[src/core/dcss_pkg.sv]
// Purpose: constants and types for the DAC clock setup sequencer (host side)
// Assumes: device reached through a byte-wide paged register write port
// Notes: the sequencer replays the documented power-up order
package dcss_pkg;
	// device register addresses (page, register)
	localparam logic [7:0] PAGE_SEL_REG = 8'h00;
	localparam logic [7:0] PG0_SW_RESET = 8'h01;
	localparam logic [7:0] PG0_PLL_PR = 8'h05;
	localparam logic [7:0] PG0_PLL_J = 8'h06;
	localparam logic [7:0] PG0_PLL_DMSB = 8'h07;
	localparam logic [7:0] PG0_PLL_DLSB = 8'h08;
	localparam logic [7:0] PG0_FIRST_DIV = 8'h0B;
	localparam logic [7:0] PG0_SECOND_DIV = 8'h0C;
	localparam logic [7:0] PG0_OSR_MSB = 8'h0D;
	localparam logic [7:0] PG0_OSR_LSB = 8'h0E;
	localparam logic [7:0] PG0_IFACE = 8'h1B;
	localparam logic [7:0] PG0_PROC_BLOCK = 8'h3C;
	localparam logic [7:0] PG0_DAC_POWER = 8'h3F;
	localparam logic [7:0] PG0_DAC_GAIN = 8'h41;
	localparam logic [7:0] PG0_DAC_MUTE = 8'h40;
	localparam logic [7:0] PG1_POR_CTRL = 8'h01;
	localparam logic [7:0] PG1_SUPPLY = 8'h02;
	localparam logic [7:0] PG1_PERF_MODE = 8'h03;
	localparam logic [7:0] PG1_COMMON_MODE = 8'h0A;
	localparam logic [7:0] PG1_ROUTING = 8'h0C;
	localparam logic [7:0] PG1_HP_GAIN = 8'h10;
	localparam logic [7:0] PG1_HP_POWER = 8'h09;
	localparam logic [7:0] PG1_ANTIPOP = 8'h14;
	localparam logic [7:0] PG1_GAIN_STATUS = 8'h3F;
	// field positions and values
	localparam int POR_DIS_BIT = 3;
	localparam int PERF_LSB = 2;
	localparam int WLEN_LSB = 4;
	localparam logic [7:0] SW_RESET_VAL = 8'h01;
	localparam logic [7:0] DIV_POWER = 8'h80;
	localparam logic [7:0] PLL_POWER = 8'h80;
	localparam logic [7:0] PAGE_ZERO = 8'h00;
	localparam logic [7:0] PAGE_ONE = 8'h01;
	localparam logic [7:0] DRV_POWER = 8'h20;
	localparam logic [7:0] DAC_POWER_VAL = 8'h80;
	localparam logic [7:0] UNMUTE_VAL = 8'h00;
	localparam logic [7:0] SUPPLY_COARSE_OFF = 8'h08;
	localparam logic [7:0] GAIN_DONE_MASK = 8'h20;
	localparam logic [2:0] PERF_ONE = 3'h2;
	localparam logic [2:0] PERF_TWO = 3'h1;
	localparam logic [2:0] PERF_HIGH = 3'h0;
	localparam logic [1:0] WLEN_16 = 2'h0;
	localparam logic [1:0] WLEN_20 = 2'h1;
	localparam logic [1:0] WLEN_24 = 2'h2;
	localparam logic [1:0] WLEN_32 = 2'h3;
	localparam logic [7:0] DIV_MAX = 8'h80;
	localparam logic [7:0] DIV_MIN = 8'h01;
	localparam int RATIO_DIV = 32;
	// host register map
	localparam logic [3:0] HREG_CTRL = 4'h0;
	localparam logic [3:0] HREG_DIVS = 4'h1;
	localparam logic [3:0] HREG_OSR = 4'h2;
	localparam logic [3:0] HREG_PLL = 4'h3;
	localparam logic [3:0] HREG_MODE = 4'h4;
	localparam logic [3:0] HREG_ANALOG = 4'h5;
	localparam logic [3:0] HREG_STATUS = 4'h6;
	localparam logic [3:0] HREG_WAIT = 4'h7;
	// control bits in HREG_CTRL
	localparam int CTRL_START = 0;
	localparam int CTRL_USE_PLL = 1;
	localparam int CTRL_POLL = 2;
	localparam int CTRL_POR_DIS = 3;
	localparam int CTRL_FILT_B = 4;
	// timing
	localparam int CLK_HZ = 25_000_000;
	localparam int SOFTSTEP_US = 1000;
	localparam int SOFTSTEP_CYC = SOFTSTEP_US * (CLK_HZ / 1_000_000);
	localparam int POLL_LIMIT = 255;

	// one device write request
	typedef struct packed {
		logic valid;
		logic [7:0] addr;
		logic [7:0] data;
	} dcss_wr_s;

	// bus with a read answer
	typedef struct packed {
		logic rdStrobe;
		logic [7:0] addr;
	} dcss_rd_s;

	// one-hot sequence states
	typedef enum logic [9:0] {
		ST_IDLE = 10'h001,
		ST_WRITE = 10'h002,
		ST_WAITWR = 10'h004,
		ST_SOFT = 10'h008,
		ST_POLL = 10'h010,
		ST_POLLW = 10'h020,
		ST_DONE = 10'h040,
		ST_ERR = 10'h080,
		ST_CHECK = 10'h100,
		ST_SPARE = 10'h200
	} dcss_state_e;
endpackage

[src/core/dcss_host.sv]
// Purpose: host sequencer for DAC clock and power-up programming
// Assumes: software fills config registers then sets the start bit
// Notes: steps run in the fixed documented order
`timescale 1ns/100ps
`default_nettype none
module dcss_host
	import dcss_pkg::*;
#(
	parameter int SOFTSTEP_CYCLES = SOFTSTEP_CYC
) (
	input wire logic clk_sys,
	input wire logic sys_rst,
	input wire logic [3:0] regAddr,
	input wire logic [31:0] regWrData,
	input wire logic regWrite,
	input wire logic regRead,
	output logic [31:0] regRdData,
	output dcss_wr_s devWr,
	input wire logic devAck,
	output dcss_rd_s devRd,
	input wire logic [7:0] devRdData,
	input wire logic devRdValid
);
	localparam int STEP_W = 5;
	localparam int CNT_W = 32;

	// ---------------------------------------------------------------
	// state
	// ---------------------------------------------------------------
	typedef struct packed {
		dcss_state_e st;
		logic [STEP_W-1:0] step;
		logic [CNT_W-1:0] cnt;
		logic [7:0] polls;
		logic [31:0] ctrl;
		logic [31:0] divs;
		logic [31:0] osr;
		logic [31:0] pll;
		logic [31:0] mode;
		logic [31:0] analog;
		logic [31:0] rd;
		logic busy;
		logic done;
		logic err;
		logic timeout;
		logic [5:0] planErr;
		dcss_wr_s req;
		dcss_rd_s rdReq;
	} dcss_host_s;
	dcss_host_s s_q, s_d;

	logic planOk;
	logic [5:0] planErr;
	logic wrDone;
	logic stepUsed;
	dcss_wr_s stepWr;

	dcss_check u_check (
		.filterB(s_q.ctrl[CTRL_FILT_B]),
		.osr(s_q.osr[9:0]),
		.firstDiv(s_q.divs[7:0]),
		.secondDiv(s_q.divs[15:8]),
		.sampleRate(s_q.osr[32-1:15]),
		.wordLen(s_q.mode[1:0]),
		.perfMode(s_q.mode[4:2]),
		.highPerf(s_q.mode[5]),
		.resCount(s_q.mode[15:8]),
		.planOk(planOk),
		.planErr(planErr)
	);

	dcss_wr_port u_port (
		.clk_sys(clk_sys),
		.sys_rst(sys_rst),
		.req(s_q.req),
		.devAck(devAck),
		.devWr(devWr),
		.done(wrDone)
	);

	// ---------------------------------------------------------------
	// sequence table
	// ---------------------------------------------------------------
	// one write per step; unused PLL steps are skipped
	function automatic dcss_wr_s mk(input logic [7:0] a,
		input logic [7:0] d);
		dcss_wr_s w;
		w.valid = 1'b1;
		w.addr = a;
		w.data = d;
		return w;
	endfunction

	always_comb begin
		stepUsed = 1'b1;
		stepWr = '0;
		case (s_q.step)
			5'd0: stepWr = mk(PAGE_SEL_REG, PAGE_ZERO);
			5'd1: stepWr = mk(PG0_SW_RESET, SW_RESET_VAL);
			5'd2: stepWr = mk(PG0_PLL_PR, s_q.pll[7:0] | PLL_POWER);
			5'd3: stepWr = mk(PG0_PLL_J, s_q.pll[15:8]);
			5'd4: stepWr = mk(PG0_PLL_DMSB, s_q.pll[23:16]);
			5'd5: stepWr = mk(PG0_PLL_DLSB, s_q.pll[31:24]);
			5'd6: stepWr = mk(PG0_FIRST_DIV, s_q.divs[7:0] | DIV_POWER);
			5'd7: stepWr = mk(PG0_SECOND_DIV, s_q.divs[15:8] | DIV_POWER);
			5'd8: stepWr = mk(PG0_OSR_MSB, {6'h00, s_q.osr[9:8]});
			5'd9: stepWr = mk(PG0_OSR_LSB, s_q.osr[7:0]);
			5'd10: stepWr = mk(PG0_IFACE,
				8'(32'(s_q.mode[1:0]) << WLEN_LSB));
			5'd11: stepWr = mk(PG0_PROC_BLOCK, s_q.mode[23:16]);
			5'd12: stepWr = mk(PAGE_SEL_REG, PAGE_ONE);
			5'd13: stepWr = mk(PG1_POR_CTRL,
				8'(32'(s_q.ctrl[CTRL_POR_DIS]) << POR_DIS_BIT));
			5'd14: stepWr = mk(PG1_SUPPLY, SUPPLY_COARSE_OFF);
			5'd15: stepWr = mk(PG1_SUPPLY, 8'h00);
			5'd16: stepWr = mk(PG1_PERF_MODE,
				8'(32'(s_q.mode[4:2]) << PERF_LSB));
			5'd17: stepWr = mk(PG1_COMMON_MODE, s_q.analog[7:0]);
			5'd18: stepWr = mk(PG1_ANTIPOP, s_q.analog[15:8]);
			5'd19: stepWr = mk(PG1_ROUTING, s_q.analog[23:16]);
			5'd20: stepWr = mk(PG1_HP_GAIN, s_q.analog[31:24]);
			5'd21: stepWr = mk(PG1_HP_POWER, DRV_POWER);
			5'd22: stepWr = mk(PAGE_SEL_REG, PAGE_ZERO);
			5'd23: stepWr = mk(PG0_DAC_POWER, DAC_POWER_VAL);
			5'd24: stepWr = mk(PG0_DAC_GAIN, s_q.mode[31:24]);
			5'd25: stepWr = mk(PG0_DAC_MUTE, UNMUTE_VAL);
			default: stepUsed = 1'b0;
		endcase
		if (!s_q.ctrl[CTRL_USE_PLL] && s_q.step >= 5'd2 && s_q.step <= 5'd5) begin
			stepWr.valid = 1'b0;
		end
	end

	// ---------------------------------------------------------------
	// sequencer and register port
	// ---------------------------------------------------------------
	always_comb begin
		s_d = s_q;
		s_d.req = '0;
		s_d.rdReq = '0;
		// register reads, data one cycle later
		s_d.rd = 32'h0000_0000;
		if (regRead) begin
			if (regAddr == HREG_CTRL) begin
				s_d.rd = s_q.ctrl;
			end else if (regAddr == HREG_DIVS) begin
				s_d.rd = s_q.divs;
			end else if (regAddr == HREG_OSR) begin
				s_d.rd = s_q.osr;
			end else if (regAddr == HREG_PLL) begin
				s_d.rd = s_q.pll;
			end else if (regAddr == HREG_MODE) begin
				s_d.rd = s_q.mode;
			end else if (regAddr == HREG_ANALOG) begin
				s_d.rd = s_q.analog;
			end else if (regAddr == HREG_STATUS) begin
				s_d.rd = {12'h000, 3'h0, s_q.step, 2'h0, s_q.planErr,
					s_q.timeout, s_q.err, s_q.done, s_q.busy};
			end
		end
		// config writes are ignored while busy
		if (regWrite && !s_q.busy) begin
			if (regAddr == HREG_CTRL) begin
				s_d.ctrl = regWrData;
			end else if (regAddr == HREG_DIVS) begin
				s_d.divs = regWrData;
			end else if (regAddr == HREG_OSR) begin
				s_d.osr = regWrData;
			end else if (regAddr == HREG_PLL) begin
				s_d.pll = regWrData;
			end else if (regAddr == HREG_MODE) begin
				s_d.mode = regWrData;
			end else if (regAddr == HREG_ANALOG) begin
				s_d.analog = regWrData;
			end
		end
		case (s_q.st)
			ST_IDLE: begin
				if (s_q.ctrl[CTRL_START]) begin
					s_d.ctrl[CTRL_START] = 1'b0;
					s_d.st = ST_CHECK;
					s_d.busy = 1'b1;
					s_d.done = 1'b0;
					s_d.err = 1'b0;
					s_d.timeout = 1'b0;
					s_d.step = '0;
				end
			end
			ST_CHECK: begin
				s_d.planErr = planErr;
				s_d.st = planOk ? ST_WRITE : ST_ERR;
			end
			ST_WRITE: begin
				if (!stepUsed) begin
					s_d.st = ST_DONE;
				end else if (!stepWr.valid) begin
					s_d.step = s_q.step + 5'd1;
				end else begin
					s_d.req = stepWr;
					s_d.st = ST_WAITWR;
				end
			end
			ST_WAITWR: begin
				if (wrDone) begin
					s_d.step = s_q.step + 5'd1;
					s_d.cnt = '0;
					s_d.polls = '0;
					// after drivers power up, wait or poll
					if (s_q.step == 5'd21) begin
						s_d.st = s_q.ctrl[CTRL_POLL] ? ST_POLL : ST_SOFT;
					end else begin
						s_d.st = ST_WRITE;
					end
				end
			end
			ST_SOFT: begin
				s_d.cnt = s_q.cnt + 32'd1;
				if (s_q.cnt == CNT_W'(SOFTSTEP_CYCLES - 1)) begin
					s_d.st = ST_WRITE;
				end
			end
			ST_POLL: begin
				s_d.rdReq.rdStrobe = 1'b1;
				s_d.rdReq.addr = PG1_GAIN_STATUS;
				s_d.st = ST_POLLW;
			end
			ST_POLLW: begin
				if (devRdValid) begin
					if ((devRdData & GAIN_DONE_MASK) != 8'h00) begin
						s_d.st = ST_WRITE;
					end else if (s_q.polls == 8'(POLL_LIMIT)) begin
						s_d.timeout = 1'b1;
						s_d.st = ST_ERR;
					end else begin
						s_d.polls = s_q.polls + 8'd1;
						s_d.st = ST_POLL;
					end
				end
			end
			ST_DONE: begin
				s_d.busy = 1'b0;
				s_d.done = 1'b1;
				s_d.st = ST_IDLE;
			end
			ST_ERR: begin
				s_d.busy = 1'b0;
				s_d.err = 1'b1;
				s_d.st = ST_IDLE;
			end
			default: s_d.st = ST_IDLE;
		endcase
	end

	always_ff @(posedge clk_sys) begin
		if (sys_rst) begin
			s_q <= '0;
			s_q.st <= ST_IDLE;
		end else begin
			s_q <= s_d;
		end
	end

	assign regRdData = s_q.rd;
	assign devRd = s_q.rdReq;
endmodule
`default_nettype wire

[src/core/dcss_check.sv]
// Purpose: validates the programmed clock plan before any device write
// Assumes: rate given in Hz, ratio and dividers as plain integers
// Notes: purely combinational
`timescale 1ns/100ps
`default_nettype none
module dcss_check
	import dcss_pkg::*;
#(
	parameter int RATE_W = 17
) (
	input wire logic filterB,
	input wire logic [9:0] osr,
	input wire logic [7:0] firstDiv,
	input wire logic [7:0] secondDiv,
	input wire logic [RATE_W-1:0] sampleRate,
	input wire logic [1:0] wordLen,
	input wire logic [2:0] perfMode,
	input wire logic highPerf,
	input wire logic [7:0] resCount,
	output logic planOk,
	output logic [5:0] planErr
);
	// ratio times rate, wide enough for 1023 * 131071
	logic [31:0] osrRate;
	logic [31:0] resTerm;

	// legal divider range check
	function automatic logic divOk(input logic [7:0] d);
		return (d >= DIV_MIN) && (d <= DIV_MAX);
	endfunction

	always_comb begin
		osrRate = 32'(osr) * 32'(sampleRate);
		resTerm = (32'(secondDiv) * 32'(osr)) / 32'(RATIO_DIV);
		planErr[0] = filterB ? (osr[1:0] != 2'h0) : (osr[2:0] != 3'h0);
		planErr[1] = !((osrRate > 32'd2_800_000) && (osrRate < 32'd6_200_000));
		planErr[2] = !(divOk(firstDiv) && divOk(secondDiv));
		planErr[3] = resTerm < 32'(resCount);
		planErr[4] = highPerf && (wordLen == WLEN_16);
		planErr[5] = highPerf && (perfMode != PERF_HIGH);
		planOk = (planErr == 6'h00);
	end
endmodule
`default_nettype wire

[src/core/dcss_wr_port.sv]
// Purpose: hands one device write out and waits for its acknowledge
// Assumes: device port acknowledges each write with devAck
// Notes: holds the request stable until acknowledged
`timescale 1ns/100ps
`default_nettype none
module dcss_wr_port
	import dcss_pkg::*;
(
	input wire logic clk_sys,
	input wire logic sys_rst,
	input wire dcss_wr_s req,
	input wire logic devAck,
	output dcss_wr_s devWr,
	output logic done
);
	typedef struct packed {
		dcss_wr_s wr;
		logic done;
	} dcss_port_s;
	dcss_port_s s_q, s_d;

	// latch request, drop it on acknowledge
	always_comb begin
		s_d = s_q;
		s_d.done = 1'b0;
		if (s_q.wr.valid) begin
			if (devAck) begin
				s_d.wr.valid = 1'b0;
				s_d.done = 1'b1;
			end
		end else if (req.valid) begin
			s_d.wr = req;
		end
	end

	always_ff @(posedge clk_sys) begin
		if (sys_rst) begin
			s_q <= '0;
		end else begin
			s_q <= s_d;
		end
	end

	assign devWr = s_q.wr;
	assign done = s_q.done;
endmodule
`default_nettype wire

[config.mk]
export PLATFORM = sky130hd
export DESIGN_NAME = dcss_host
export DESIGN_NICKNAME = d
export VERILOG_FILES = /design/src/core/dcss_pkg.sv /design/src/core/dcss_host.sv /design/src/core/dcss_check.sv /design/src/core/dcss_wr_port.sv
export SDC_FILE = /design/constraint.sdc
export NUM_CORES = 1
export LEC_CHECK = 0
export ABC_AREA = 1
export BUFFER_PORTS_ARGS = -buffer_cell sky130_fd_sc_hd__buf_4
export CELL_PAD_IN_SITES_DETAIL_PLACEMENT = 1
export CELL_PAD_IN_SITES_GLOBAL_PLACEMENT = 1
export CORE_UTILIZATION = 50
export DETAILED_ROUTE_END_ITERATION = 10
export PLACE_DENSITY_LB_ADDON = 0.1
export SLEW_MARGIN = 0
export SYNTH_ARGS = -nofsm -noshare
export SYNTH_HDL_FRONTEND = slang
export SYNTH_HIERARCHICAL = 1
export SYNTH_SLANG_ARGS = --single-unit
[constraint.sdc]
create_clock -name clk_sys -period 16.8 [get_ports clk_sys]
set_input_delay 1.68 -clock clk_sys [delete_from_list [all_inputs] [get_ports clk_sys]]
set_output_delay 1.68 -clock clk_sys [all_outputs]
set_load 0.02 [all_outputs]
### Yosys cells after proc, flatten, opt, wreduce, memory -nomap -nowiden

Cells that the tools add are included.
Widths: inputs -> output; s select.

| cells by class | value |
|---|---|
| add/subtract/negate cells | 3 |
| multiply operators | 2 |
| $lt $le $gt $ge | 9 |
| equal/unequal tests | 52 |
| muxes and demuxes | 59 |
| bitwise gates (word level) | 10 |
| reductions and logical operators | 49 |

Operators by type and width:

| operator | count |
|---|---|
| $pmux 17 s25 | 1 |
| $mux 32 | 12 |
| $mux 161 | 1 |
| $mux 160 | 1 |
| $mux 128 | 1 |
| $mux 96 | 1 |
| $pmux 10 s7 | 1 |
| $mux 64 | 1 |
| $pmux 32 s2 | 1 |
| $mux 55 | 1 |
| $mux 17 | 3 |
| $eq 5x5->1 const B | 10 |
| $mux 10 | 5 |
| $eq 5x4->1 const B | 8 |
| $mux 8 | 5 |
| $add 32x1->32 const B | 1 |
| $eq 32x15->1 const B | 1 |
| $gt 27x22->1 const B | 1 |
| $lt 27x23->1 const B | 1 |
| $mul 10x17->27 | 1 |
| $reduce_or 26->1 | 1 |
| $reduce_and 5->1 | 5 |
| $eq 5x3->1 const B | 4 |
| $mux 5 | 4 |
| other kinds (50) | 113 |

| word-level totals | value |
|---|---|
| register bits after elaboration | 333 |
| input bits | 50 |
| output and inout bits | 58 |
| logic and storage cells | 210 |

### Logic depth before layout (Yosys ltp)

Gate-level depths: netlist of run 1.

| logic depth | value |
|---|---|
| depth in word-level cells | 10 |
| gate-level depth with buffers | 36 |
| depth with buffers taken out | 34 |

### Cells and area by module

Netlist of run 1, hierarchy kept.

Modules (own cells, without submodules):

| module | instances | cells an instance | area an instance (um^2) | sequential area each (um^2) |
|---|---|---|---|---|
| dcss_host | 1 | 2004 | 14192.4 | 6105.9 |
| dcss_check | 1 | 1422 | 9288.9 | 0.0 |
| dcss_wr_port | 1 | 112 | 757.0 | 360.3 |

### Least setup slack after synthesis of run 1

No wires, ideal clock.

| path | value |
|---|---|
| path kind | reg2reg |
| from | reg s_q[166] (netlist bit) |
| to | reg s_q[306] (netlist bit) |
| library setup time | 0.128 ns |
| arrival time | 5.562 ns |
| data required time | 16.672 ns |
| path slack | 11.110 ns |
| stages on the path, launching flop included | 35 |
| path buffers | 2 |
| period minus slack after synthesis | 5.690 ns |
| cells stage by stage | dfxtp_1 clkbuf_1 clkbuf_1 nand2_1 fa_1 inv_1 fa_1 inv_1 fa_1 inv_1 fa_1 inv_1 fa_1 inv_1 ha_1 nand2_1 inv_1 a21oi_1 nand2_1 nand2_1 nand2_1 nand2_1 nand2_1 nor2_1 nand2_1 nor2_1 nand2_1 a21oi_1 nor2_1 nand2_1 nor2_2 nand2_1 o2111ai_1 o21ai_0 nor2_1 |

| on the way | value |
|---|---|
| longest elaborated chain between the ends | 7 |
| elaborated cells on any way between the ends | 12 |
| those cells by class | 2 x mul; 3 x order compare; 3 x mux; 4 x reduce/logical |

Ends and longest elaborated chain:

| element | RTL line | source |
|---|---|---|
| from (decl) | dcss_host.sv:50 | `dcss_host_s s_q, s_d;` |
| $mul 10x17->27 * | dcss_check.sv:33 | `osrRate = 32'(osr) * 32'(sampleRate);` |
| $gt 27x22->1 / $lt 27x23->1 (equally long branches) | dcss_check.sv:36 | `planErr[1] = !((osrRate > 32'd2_800_000) && (osrRate < 32'd6_200_000));` |
| $logic_and 1x1->1 * | dcss_check.sv:36 |  |
| $logic_not 1->1 * | dcss_check.sv:36 |  |
| via planErr[1] | dcss_host.sv:53 | `logic [5:0] planErr;` |
| $logic_not 6->1 * | dcss_check.sv:41 | `planOk = (planErr == 6'h00);` |
| via planOk | dcss_host.sv:52 | `logic planOk;` |
| $mux 8 * | dcss_host.sv:191 | `s_d.st = planOk ? ST_WRITE : ST_ERR;` |
| $pmux 10 s7 * | dcss_host.sv:177 | `case (s_q.st)` |

Mark *: on every way through the listed nets, which the timed path passes. The rest lies on a longest branch.
A chain may end at the register's enable or synchronous reset.

### Worst setup path in the final report of run 1

| path | value |
|---|---|
| from | reg s_q[173] (netlist bit) |
| to | reg s_q[306] (netlist bit) |

Same word-level chain as after synthesis.

==> results.md, run 1 <==
* Hold-critical path depth at 2
* Slowest cell on crit path: dfxtp_1
* Post-Syn Area at 24200 sq um
* Post-synth ARST share at 0
* CTS Buffer Depth at 3
* Worst R2R Start: s_q[173]
* Worst r2r path cells at 29
* Power Density at 71.6 nW/um^2
* Setup crit start kind: flop
* Top cells by area, synth: dfxtp_1 (27%), fa_1 (14%), nand2_1 (13%), inv_1 (9.9%), a21oi_1 (5.8%)
* IO buf count at 98
* Largest area contributor in the netlist: dfxtp_1
* CTS tree: done
* Via/cell ratio at 5.73
* Register area at 6470 sq um
* H-Tree Depth at 2
* # nets final at 3830
* Final HPWL DP at 64.2 mm
* Filler cells at 6367
* Starting density of the core at 0.508
* GR Overflow Total at 0
* Max_slew headroom at 0.155
* FF-to-FF End: s_q[306]
* Hold violation count in the final report at 0
* Min-delay worst type: flop to flop
* Final period utilization at 0.419
* Antenna Nets Post-Route at 0
* Post-CTS setup buffer count at 0
* Clock-pin slew on the worst setup and hold paths at 0.06 ns
* Setup crit start: s_q[173]
* CP top delay family: adder cells
* Pre-antenna DRT Iters at 7
* CP dominant cell by count: nand2_1
* Top cell type's share of synthesized area at 0.267
* Critical path destination: s_q[306]
* Library cells used by synthesis at 54
* Yosys Warn Count at 6
* Share of layout cells above drive strength 1 at 0.0723
* Largest net degree at the start of global routing at 76
* FF-to-FF setup slack at 9.76 ns
* Die height at 222 um
* Synth Area per Inst at 6.85 sq um
* Routed wire length at 86.8 mm
* Skew-Pair Late Insertion Delay at 0.55 ns
* Clock sink count at 323
* DP Cell Count at 4081
* Initial antenna violation count at 2
* MaxCap Viol Count at 0
* F_max at 142 MHz
* Post-synth EDFFs at 0
* I/O Pins at 108
* Cells after Synth at 3538
* Period minus WS final at 7.04 ns
* P&R area growth vs syn at 8.61%
* RSZ-0062 raised after global routing: false
* Total stage count of the critical path at 29
* Sequential fraction of the synthesis area at 0.267
* Die W at 222 um
* Outcome: completed
* Vias in the first global route at 25200
* Total GRT Usage at 0.354
* # hold bufs at CTS at 0
* TNS Setup at 0 ns
* Core ar. at 47700 sq um
* Final Skew at 0.0234 ns
* Worst Path Required at 17.20 ns
* Most used DFF post-synth: dfxtp_1
* Max Slew Vio Count at 0
* CP peak stage delay at 1.02 ns
* DRT iter0 DRCs at 1691
* CTS resizes at 0
* Vias at 23800
* Yosys reg bits at 323
* Non-Filler Instances at 4147
* Gpl congestion at 0.973
* CP Buf/Inv Count at 3
* Cts bufs inserted at 36
* Multi-input logic area at 14400 sq um
* Worst Tran Pin Value at 1.27 ns
* First-pass GRT wire length at 138 mm
* CTS Root Cell: clkbuf_16
* Worst vdd ir at 0.0000753 V
* Maximum fanout along the worst path at 19
* Number of remaining DRC errors at 0
* Setup-failing EPs final at 0
* WL/cell at 20.9 um
* Crit end category: flop
* Kind of critical path: flop to flop
* Critical path data arrival time at 7.44 ns
* # rows at 80
* Total die area at 49400 sq um
* Leak at 12.7 nW
## logic make-up (layout without fill, tap and decap cells)
| kind of cell | after synthesis | after routing | share of synthesized area |
|---|---|---|---|
| other | 1 | 6 | 0.000155 |
| adders and majority gates | 276 | 276 | 0.194 |
| AOI/OAI and AO/OA | 595 | 595 | 0.137 |
| xor gates and xnor gates | 21 | 21 | 0.00759 |
| and+or+nand+nor | 1469 | 1469 | 0.255 |
| DFF | 323 | 323 | 0.267 |
| buffers and inverters | 853 | 842 | 0.140 |
## through the flow
| stage | worst slack (ns) | power, mW | utilization | hold slack (ns) | cell area (sq um) |
|---|---|---|---|---|---|
| finish | 9.76 | 1.89 | 0.551 | 0.468 | 26300 |
| floorplan | 11.11 | 0.956 | - | 0.430 | 24200 |
| global route | 9.32 | 1.94 | 0.551 | 0.485 | 26300 |
| detailed placement | 9.89 | 1.04 | 0.525 | 0.452 | 25000 |
| CTS | 9.83 | 1.88 | 0.551 | 0.460 | 26300 |
| global placement | 10.04 | 1.03 | 0.525 | 0.440 | 25000 |
## cell usage after synthesis (5+ instances only)
master     instances
a211oi_1           6
a21oi_1          283
a21oi_2            7
a221oi_1           5
a31oi_1           23
buf_1             12
buf_2              9
buf_4             43
clkbuf_1         132
dfxtp_1          323
fa_1             165
ha_1             111
inv_1            640
inv_2             10
nand2_1          842
nand2_2           13
nand3_1          184
nand3b_1          14
nand4_1           37
nor2_1           276
nor2_2            12
nor3_1            53
nor4_1            16
o2111ai_1         11
o211ai_1          10
o21ai_0          176
o221ai_1          21
o22ai_1           40
or2_2              7
xnor2_1            5
xor2_1            16
## worst reg2reg max path, delay by kind of cell, from the launching register on
kind                     cells  cell delay [ns]
AND/OR/NAND/NOR             17             2.11
AO/OA/AOI/OAI                3             0.45
buffers and inverters        3             0.17
adder cells (fa/ha/maj)      6             3.13
flip-flops                   1             1.02
## cell usage in the layout (no fill, tap or decap), types with 11 or more instances in the layout
cell type    n
nor4_1      16
nand2_1    840
nor3_1      51
clkbuf_8    11
a31oi_1     23
o21ai_0    176
inv_1      640
ha_1       111
dfxtp_1    323
fa_1       165
clkbuf_16   38
o22ai_1     40
nor2_1     275
o2111ai_1   11
nand3_1    183
nor2_2      13
o221ai_1    21
nand2_2     15
nand4_1     37
xor2_1      16
a21oi_1    283
nand3b_1    14
buf_4      124
## flip-flops by register name, indices dropped and copies added (netlist names)
name / flops
u_port/devWr: 17
devRd: 1
u_port/done: 1
s_q: 272
regRdData: 32
## worst min path at each step
| stage | from | endpoint |
|---|---|---|
| 5_1_grt | s_q[243] | s_q[243] |
| 4_1_cts | s_q[243] | s_q[243] |
| 2_1_floorplan | s_q[240] | s_q[240] |
| 3_5_place_dp | s_q[243] | s_q[243] |
| 3_3_place_gp | s_q[243] | s_q[243] |
| 6_report | s_q[212] | s_q[212] |
## where the power goes
part	switching, mW	leakage, nW	total [mW]	internal (mW)
Sequential	0.0211	2.61	0.805	0.784
Combinational	0.167	9.47	0.227	0.0597
Clock	0.345	0.621	0.854	0.508
Total	0.534	12.7	1.89	1.35
## final cells by class
class,instances,area share
inverter,655,0.0935
multi-input combinational,2364,0.548
tap,615,0.0292
clock inverter,12,0.00608
antenna,3,0.000285
clock buffer,51,0.0422
timing repair buffer,124,0.0354
sequential,323,0.246
## layer usage
layer	share of wire	routed length (um)	global-route usage	vias up
met5	0	0	0	-
met4	0.029	2550	0.113	0
met3	0.051	4400	0.0393	169
met2	0.49	42600	0.614	711
met1	0.43	37300	0.458	11900
li1	-	-	-	11000
Note: power is estimated with default switching activity, not from simulation.
==> run 2, diff against run 1 <==
--- a/config.mk
+++ b/config.mk
@@ -5,11 +5,11 @@
 export SDC_FILE = /design/constraint.sdc
 export NUM_CORES = 1
 export LEC_CHECK = 0
-export ABC_AREA = 1
+export ABC_AREA = 0
 export BUFFER_PORTS_ARGS = -buffer_cell sky130_fd_sc_hd__buf_4
 export CELL_PAD_IN_SITES_DETAIL_PLACEMENT = 1
 export CELL_PAD_IN_SITES_GLOBAL_PLACEMENT = 1
-export CORE_UTILIZATION = 50
+export CORE_UTILIZATION = 48
 export DETAILED_ROUTE_END_ITERATION = 10
 export PLACE_DENSITY_LB_ADDON = 0.1
 export SLEW_MARGIN = 0
==> constraint.sdc (replaced) <==
create_clock -name clk_sys -period 7.1 [get_ports clk_sys]
set_input_delay 0.71 -clock clk_sys [delete_from_list [all_inputs] [get_ports clk_sys]]
set_output_delay 0.71 -clock clk_sys [all_outputs]
set_load 0.02 [all_outputs]
==> run 2 against run 1 <==
Effect of this change:
- register-to-register slack lost 9.4 ns
- first-iteration DRC count shrank 4.6%
- synthesized cell count shrank 19%
- core utilization shrank 1.8 points
- clock-buffer cell count shrank 1
- clock power grew 140%
- die area shrank 0.71%
- area after synthesis shrank 4.7%
- via count shrank 12%
- critical endpoint unchanged
- largest cell class unchanged
- largest power group unchanged
- highest routed layer is now met5
==> results.md, run 2 <==
* Kind of critical path: flop to flop (unchanged)
* Initial antenna violation count at 2 (unchanged)
* CTS tree: done (unchanged)
* Total die area at 49000 sq um (was 49400 sq um)
* I/O Pins at 108 (unchanged)
* Max_slew headroom at 0.102 (was 0.155)
* Most used DFF post-synth: dfxtp_1 (unchanged)
* WL/cell at 22.8 um (was 20.9 um)
* Synth Area per Inst at 8.10 sq um (was 6.85 sq um)
* Die height at 221 um (was 222 um)
* CP dominant cell by count: fa_1 (was nand2_1)
* Power Density at 164 nW/um^2 (was 71.6 nW/um^2)
* Skew-Pair Late Insertion Delay at 0.57 ns (was 0.55 ns)
* Post-synth ARST share at 0 (unchanged)
* Worst vdd ir at 0.000177 V (was 0.0000753 V)
* WHS Endpoint: u_port/devWr[16] (was s_q[212])
* Slowest cell on crit path: dfxtp_2 (was dfxtp_1)
* CTS Root Cell: clkbuf_16 (unchanged)
* Cts bufs inserted at 37 (was 36)
* Worst Path Required at 7.57 ns (was 17.20 ns)
* Antenna Nets Post-Route at 0 (unchanged)
* Pre-antenna DRT Iters at 7 (unchanged)
* Clock sink count at 323 (unchanged)
* Yosys reg bits at 323 (unchanged)
* Max Slew Vio Count at 0 (unchanged)
* Top cells by area, synth: dfxtp_1 (28%), fa_1 (14%), nand2_1 (9.9%), a21oi_1 (6.5%), ha_1 (6.0%) (was dfxtp_1 (27%), fa_1 (14%), nand2_1 (13%), inv_1 (9.9%), a21oi_1 (5.8%))
* # nets final at 3153 (was 3830)
* Crit end category: flop (unchanged)
* Most frequent cells in the layout: nand2_1 (607), dfxtp_1 (304), a21oi_1 (300) (was nand2_1 (840), inv_1 (640), dfxtp_1 (323))
* Worst Tran Pin Value at 1.33 ns (was 1.27 ns)
* Worst setup slack after placement at 0.164 ns (was 9.89 ns)
* Filler cells at 5721 (was 6367)
* Hold Startpoint: devAck (was s_q[212])
* Hold slack at 0.360 ns (was 0.468 ns)
* Setup-failing EPs final at 0 (unchanged)
* Min-delay worst type: input pin to flop (was flop to flop)
* FF-to-FF End: s_q[306] (unchanged)
* Biggest register: s_q (unchanged)
* Cells after Synth at 2852 (was 3538)
* Die W at 221 um (was 222 um)
* Leak at 10.5 nW (was 12.7 nW)
* Worst path cell trace: nand2_1, fa_1, inv_1, fa_1, fa_1, fa_1, inv_1, fa_1, inv_1, ha_1, a21oi_1, o21ai_0, nor3_1, o21ai_1, a41oi_1, mux2_4, a2111oi_4, nand3_1, nor3b_4, nand4_1, a41o_1, a21oi_1
* Post-Syn Area at 23100 sq um (was 24200 sq um)
* Final period utilization at 0.944 (was 0.419)
* Register area at 6490 sq um (was 6470 sq um)
* Maximum fanout along the worst path at 12 (was 19)
* Top cell type's share of synthesized area at 0.280 (was 0.267)
* Largest area contributor in the netlist: dfxtp_1 (unchanged)
* GR Overflow Total at 0 (unchanged)
* FF-to-FF setup slack at 0.40 ns (was 9.76 ns)
* Most common cell in the netlist: nand2_1 (unchanged)
* DRT iter0 DRCs at 1614 (was 1691)
* F_max at 149 MHz (was 142 MHz)
* IO buf count at 98 (unchanged)
* Multi-input logic area at 14900 sq um (was 14400 sq um)
* # hold bufs at CTS at 0 (unchanged)
* MaxCap Viol Count at 0 (unchanged)
* P&R area growth vs syn at 9.93% (was 8.61%)
* First-pass GRT wire length at 125 mm (was 138 mm)
* Via/cell ratio at 6.01 (was 5.73)
* CP peak stage delay at 0.62 ns (was 1.02 ns)
* Final Skew at 0.0356 ns (was 0.0234 ns)
* ANT cells at 0 (was 3)
* Fin worst setup slack at 0.401 ns (was 9.76 ns)
* Number of flip-flops in the largest register at 272 (unchanged)
* Starting density of the core at 0.485 (was 0.508)
* Hold-critical path depth at 2 (unchanged)
* Post-CTS setup buffer count at 0 (unchanged)
* Worst R2R Start: s_q[188] (was s_q[173])
* Critical path data arrival time at 7.17 ns (was 7.44 ns)
* Yosys Warn Count at 6 (unchanged)
* Clock-pin slew on the worst setup and hold paths at 0.06 ns (about the same)
* Post-synth EDFFs at 0 (unchanged)
* Non-Filler Instances at 3470 (was 4147)
* Number of remaining DRC errors at 0 (unchanged)
* CTS Buffer Depth at 3 (unchanged)
* Share of layout cells above drive strength 1 at 0.105 (was 0.0723)
* Hold violation count in the final report at 0 (unchanged)
* Final HPWL DP at 57.4 mm (was 64.2 mm)
* Sequential fraction of the synthesis area at 0.280 (was 0.267)
* Worst r2r path cells at 22 (was 29)
* Vias in the first global route at 21800 (was 25200)
* Vias at 20800 (was 23800)
* DP Cell Count at 3403 (was 4081)
* Core ar. at 47600 sq um (was 47700 sq um)
* H-Tree Depth at 2 (unchanged)
* Commonest non-fill, non-tap cell in the layout: nand2_1 (unchanged)
* Gpl congestion at 0.977 (was 0.973)
* # rows at 80 (unchanged)
* Total GRT Usage at 0.323 (was 0.354)
* Post-synth top cells: nand2_1 (607), dfxtp_1 (323), a21oi_1 (301) (was nand2_1 (842), inv_1 (640), dfxtp_1 (323))
* Period minus WS final at 6.70 ns (was 7.04 ns)
* Library cells used by synthesis at 93 (was 54)
* Routed wire length at 79.1 mm (was 86.8 mm)
* Largest net degree at the start of global routing at 91 (was 76)
* Outcome: completed (unchanged)
* Setup crit start kind: flop (unchanged)
[run 2: cell types whose count changed after synthesis, moves of 45 or more]
cell,before,now
inv_1,640,210
nand2_1,842,607
nand3_1,184,32
nor2_1,276,134
and2_1,3,125
o21ai_0,176,68
mux2i_1,0,45
[run 2: worst max path at each step]
stage | startpoint | end | slack, ns | depth (start not counted)
CTS | s_q[173] | s_q[306] | 0.13 | 23
detailed placement | s_q[187] | s_q[306] | 0.16 | 24
global placement | s_q[188] | s_q[306] | 0.25 | 24
floorplan | s_q[167] | s_q[306] | 0.89 | 25
global route | s_q[188] | s_q[306] | -0.008 | 22
finish | s_q[188] | s_q[306] | 0.40 | 22
[run 2: area by class of cell]
| class | count | area share |
|---|---|---|
| Clock buffer | 50 | 0.0407 |
| Clock inverter | 17 | 0.0105 |
| Inverter | 211 | 0.0312 |
| Multi-Input combinational cell | 2102 | 0.587 |
| Sequential cell | 323 | 0.256 |
| Tap cell | 615 | 0.0303 |
| Timing Repair Buffer | 152 | 0.0451 |
[run 2: report_power, final]
part	switching, mW	internal (mW)
Sequential	0.0308	1.83
Clock	0.829	1.22
Combinational	0.179	0.0770
Total	1.04	3.13
[run 2: what timing repair did]
| action | CTS | global route |
|---|---|---|
| hold endpoints to repair | 0 | 0 |
| setup endpoints to repair | 0 | 2 |
| gates resized for setup | 0 | 22 |
[run 2: metrics by stage]
| stage | util | power, mW | instance area [sq um] | setup TNS, ns |
|---|---|---|---|---|
| after global placement | 0.505 | 2.14 | 24100 | 0 |
| after global routing | 0.533 | 4.28 | 25400 | -0.00762 |
| after detailed placement | 0.505 | 2.15 | 24100 | 0 |
| after CTS | 0.532 | 4.18 | 25400 | 0 |
| final | 0.533 | 4.17 | 25400 | 0 |
| after floorplan | - | 2.03 | 23100 | 0 |
[run 2: cell families (layout without fill, tap and decap cells)]
group	Yosys count	after routing	share of synthesized area
simple gates	1121	1121	0.231
mux	50	50	0.0221
compound gates	592	592	0.162
xor+xnor	60	60	0.0227
fa+ha+maj	276	276	0.203
flops	323	323	0.280
buf+inv	429	430	0.0784
other cells	1	3	0.000162
[run 2: critical path: cells and delay by family, from the launching register on]
kind | cells | cell delay (ns)
buffers and inverters | 3 | 0.14
and+or+nand+nor | 5 | 0.93
AOI/OAI and AO/OA | 7 | 1.53
muxes | 1 | 0.34
DFF | 1 | 0.62
adders and majority gates | 6 | 3.01
[run 2: layer usage]
| metal | share of wire | global-route usage | up-vias |
|---|---|---|---|
| met5 | 0.00032 | 0 | - |
| met4 | 0.031 | 0.102 | 2 |
| met3 | 0.067 | 0.0536 | 150 |
| met2 | 0.47 | 0.539 | 676 |
| met1 | 0.43 | 0.426 | 10600 |
| li1 | - | - | 9464 |
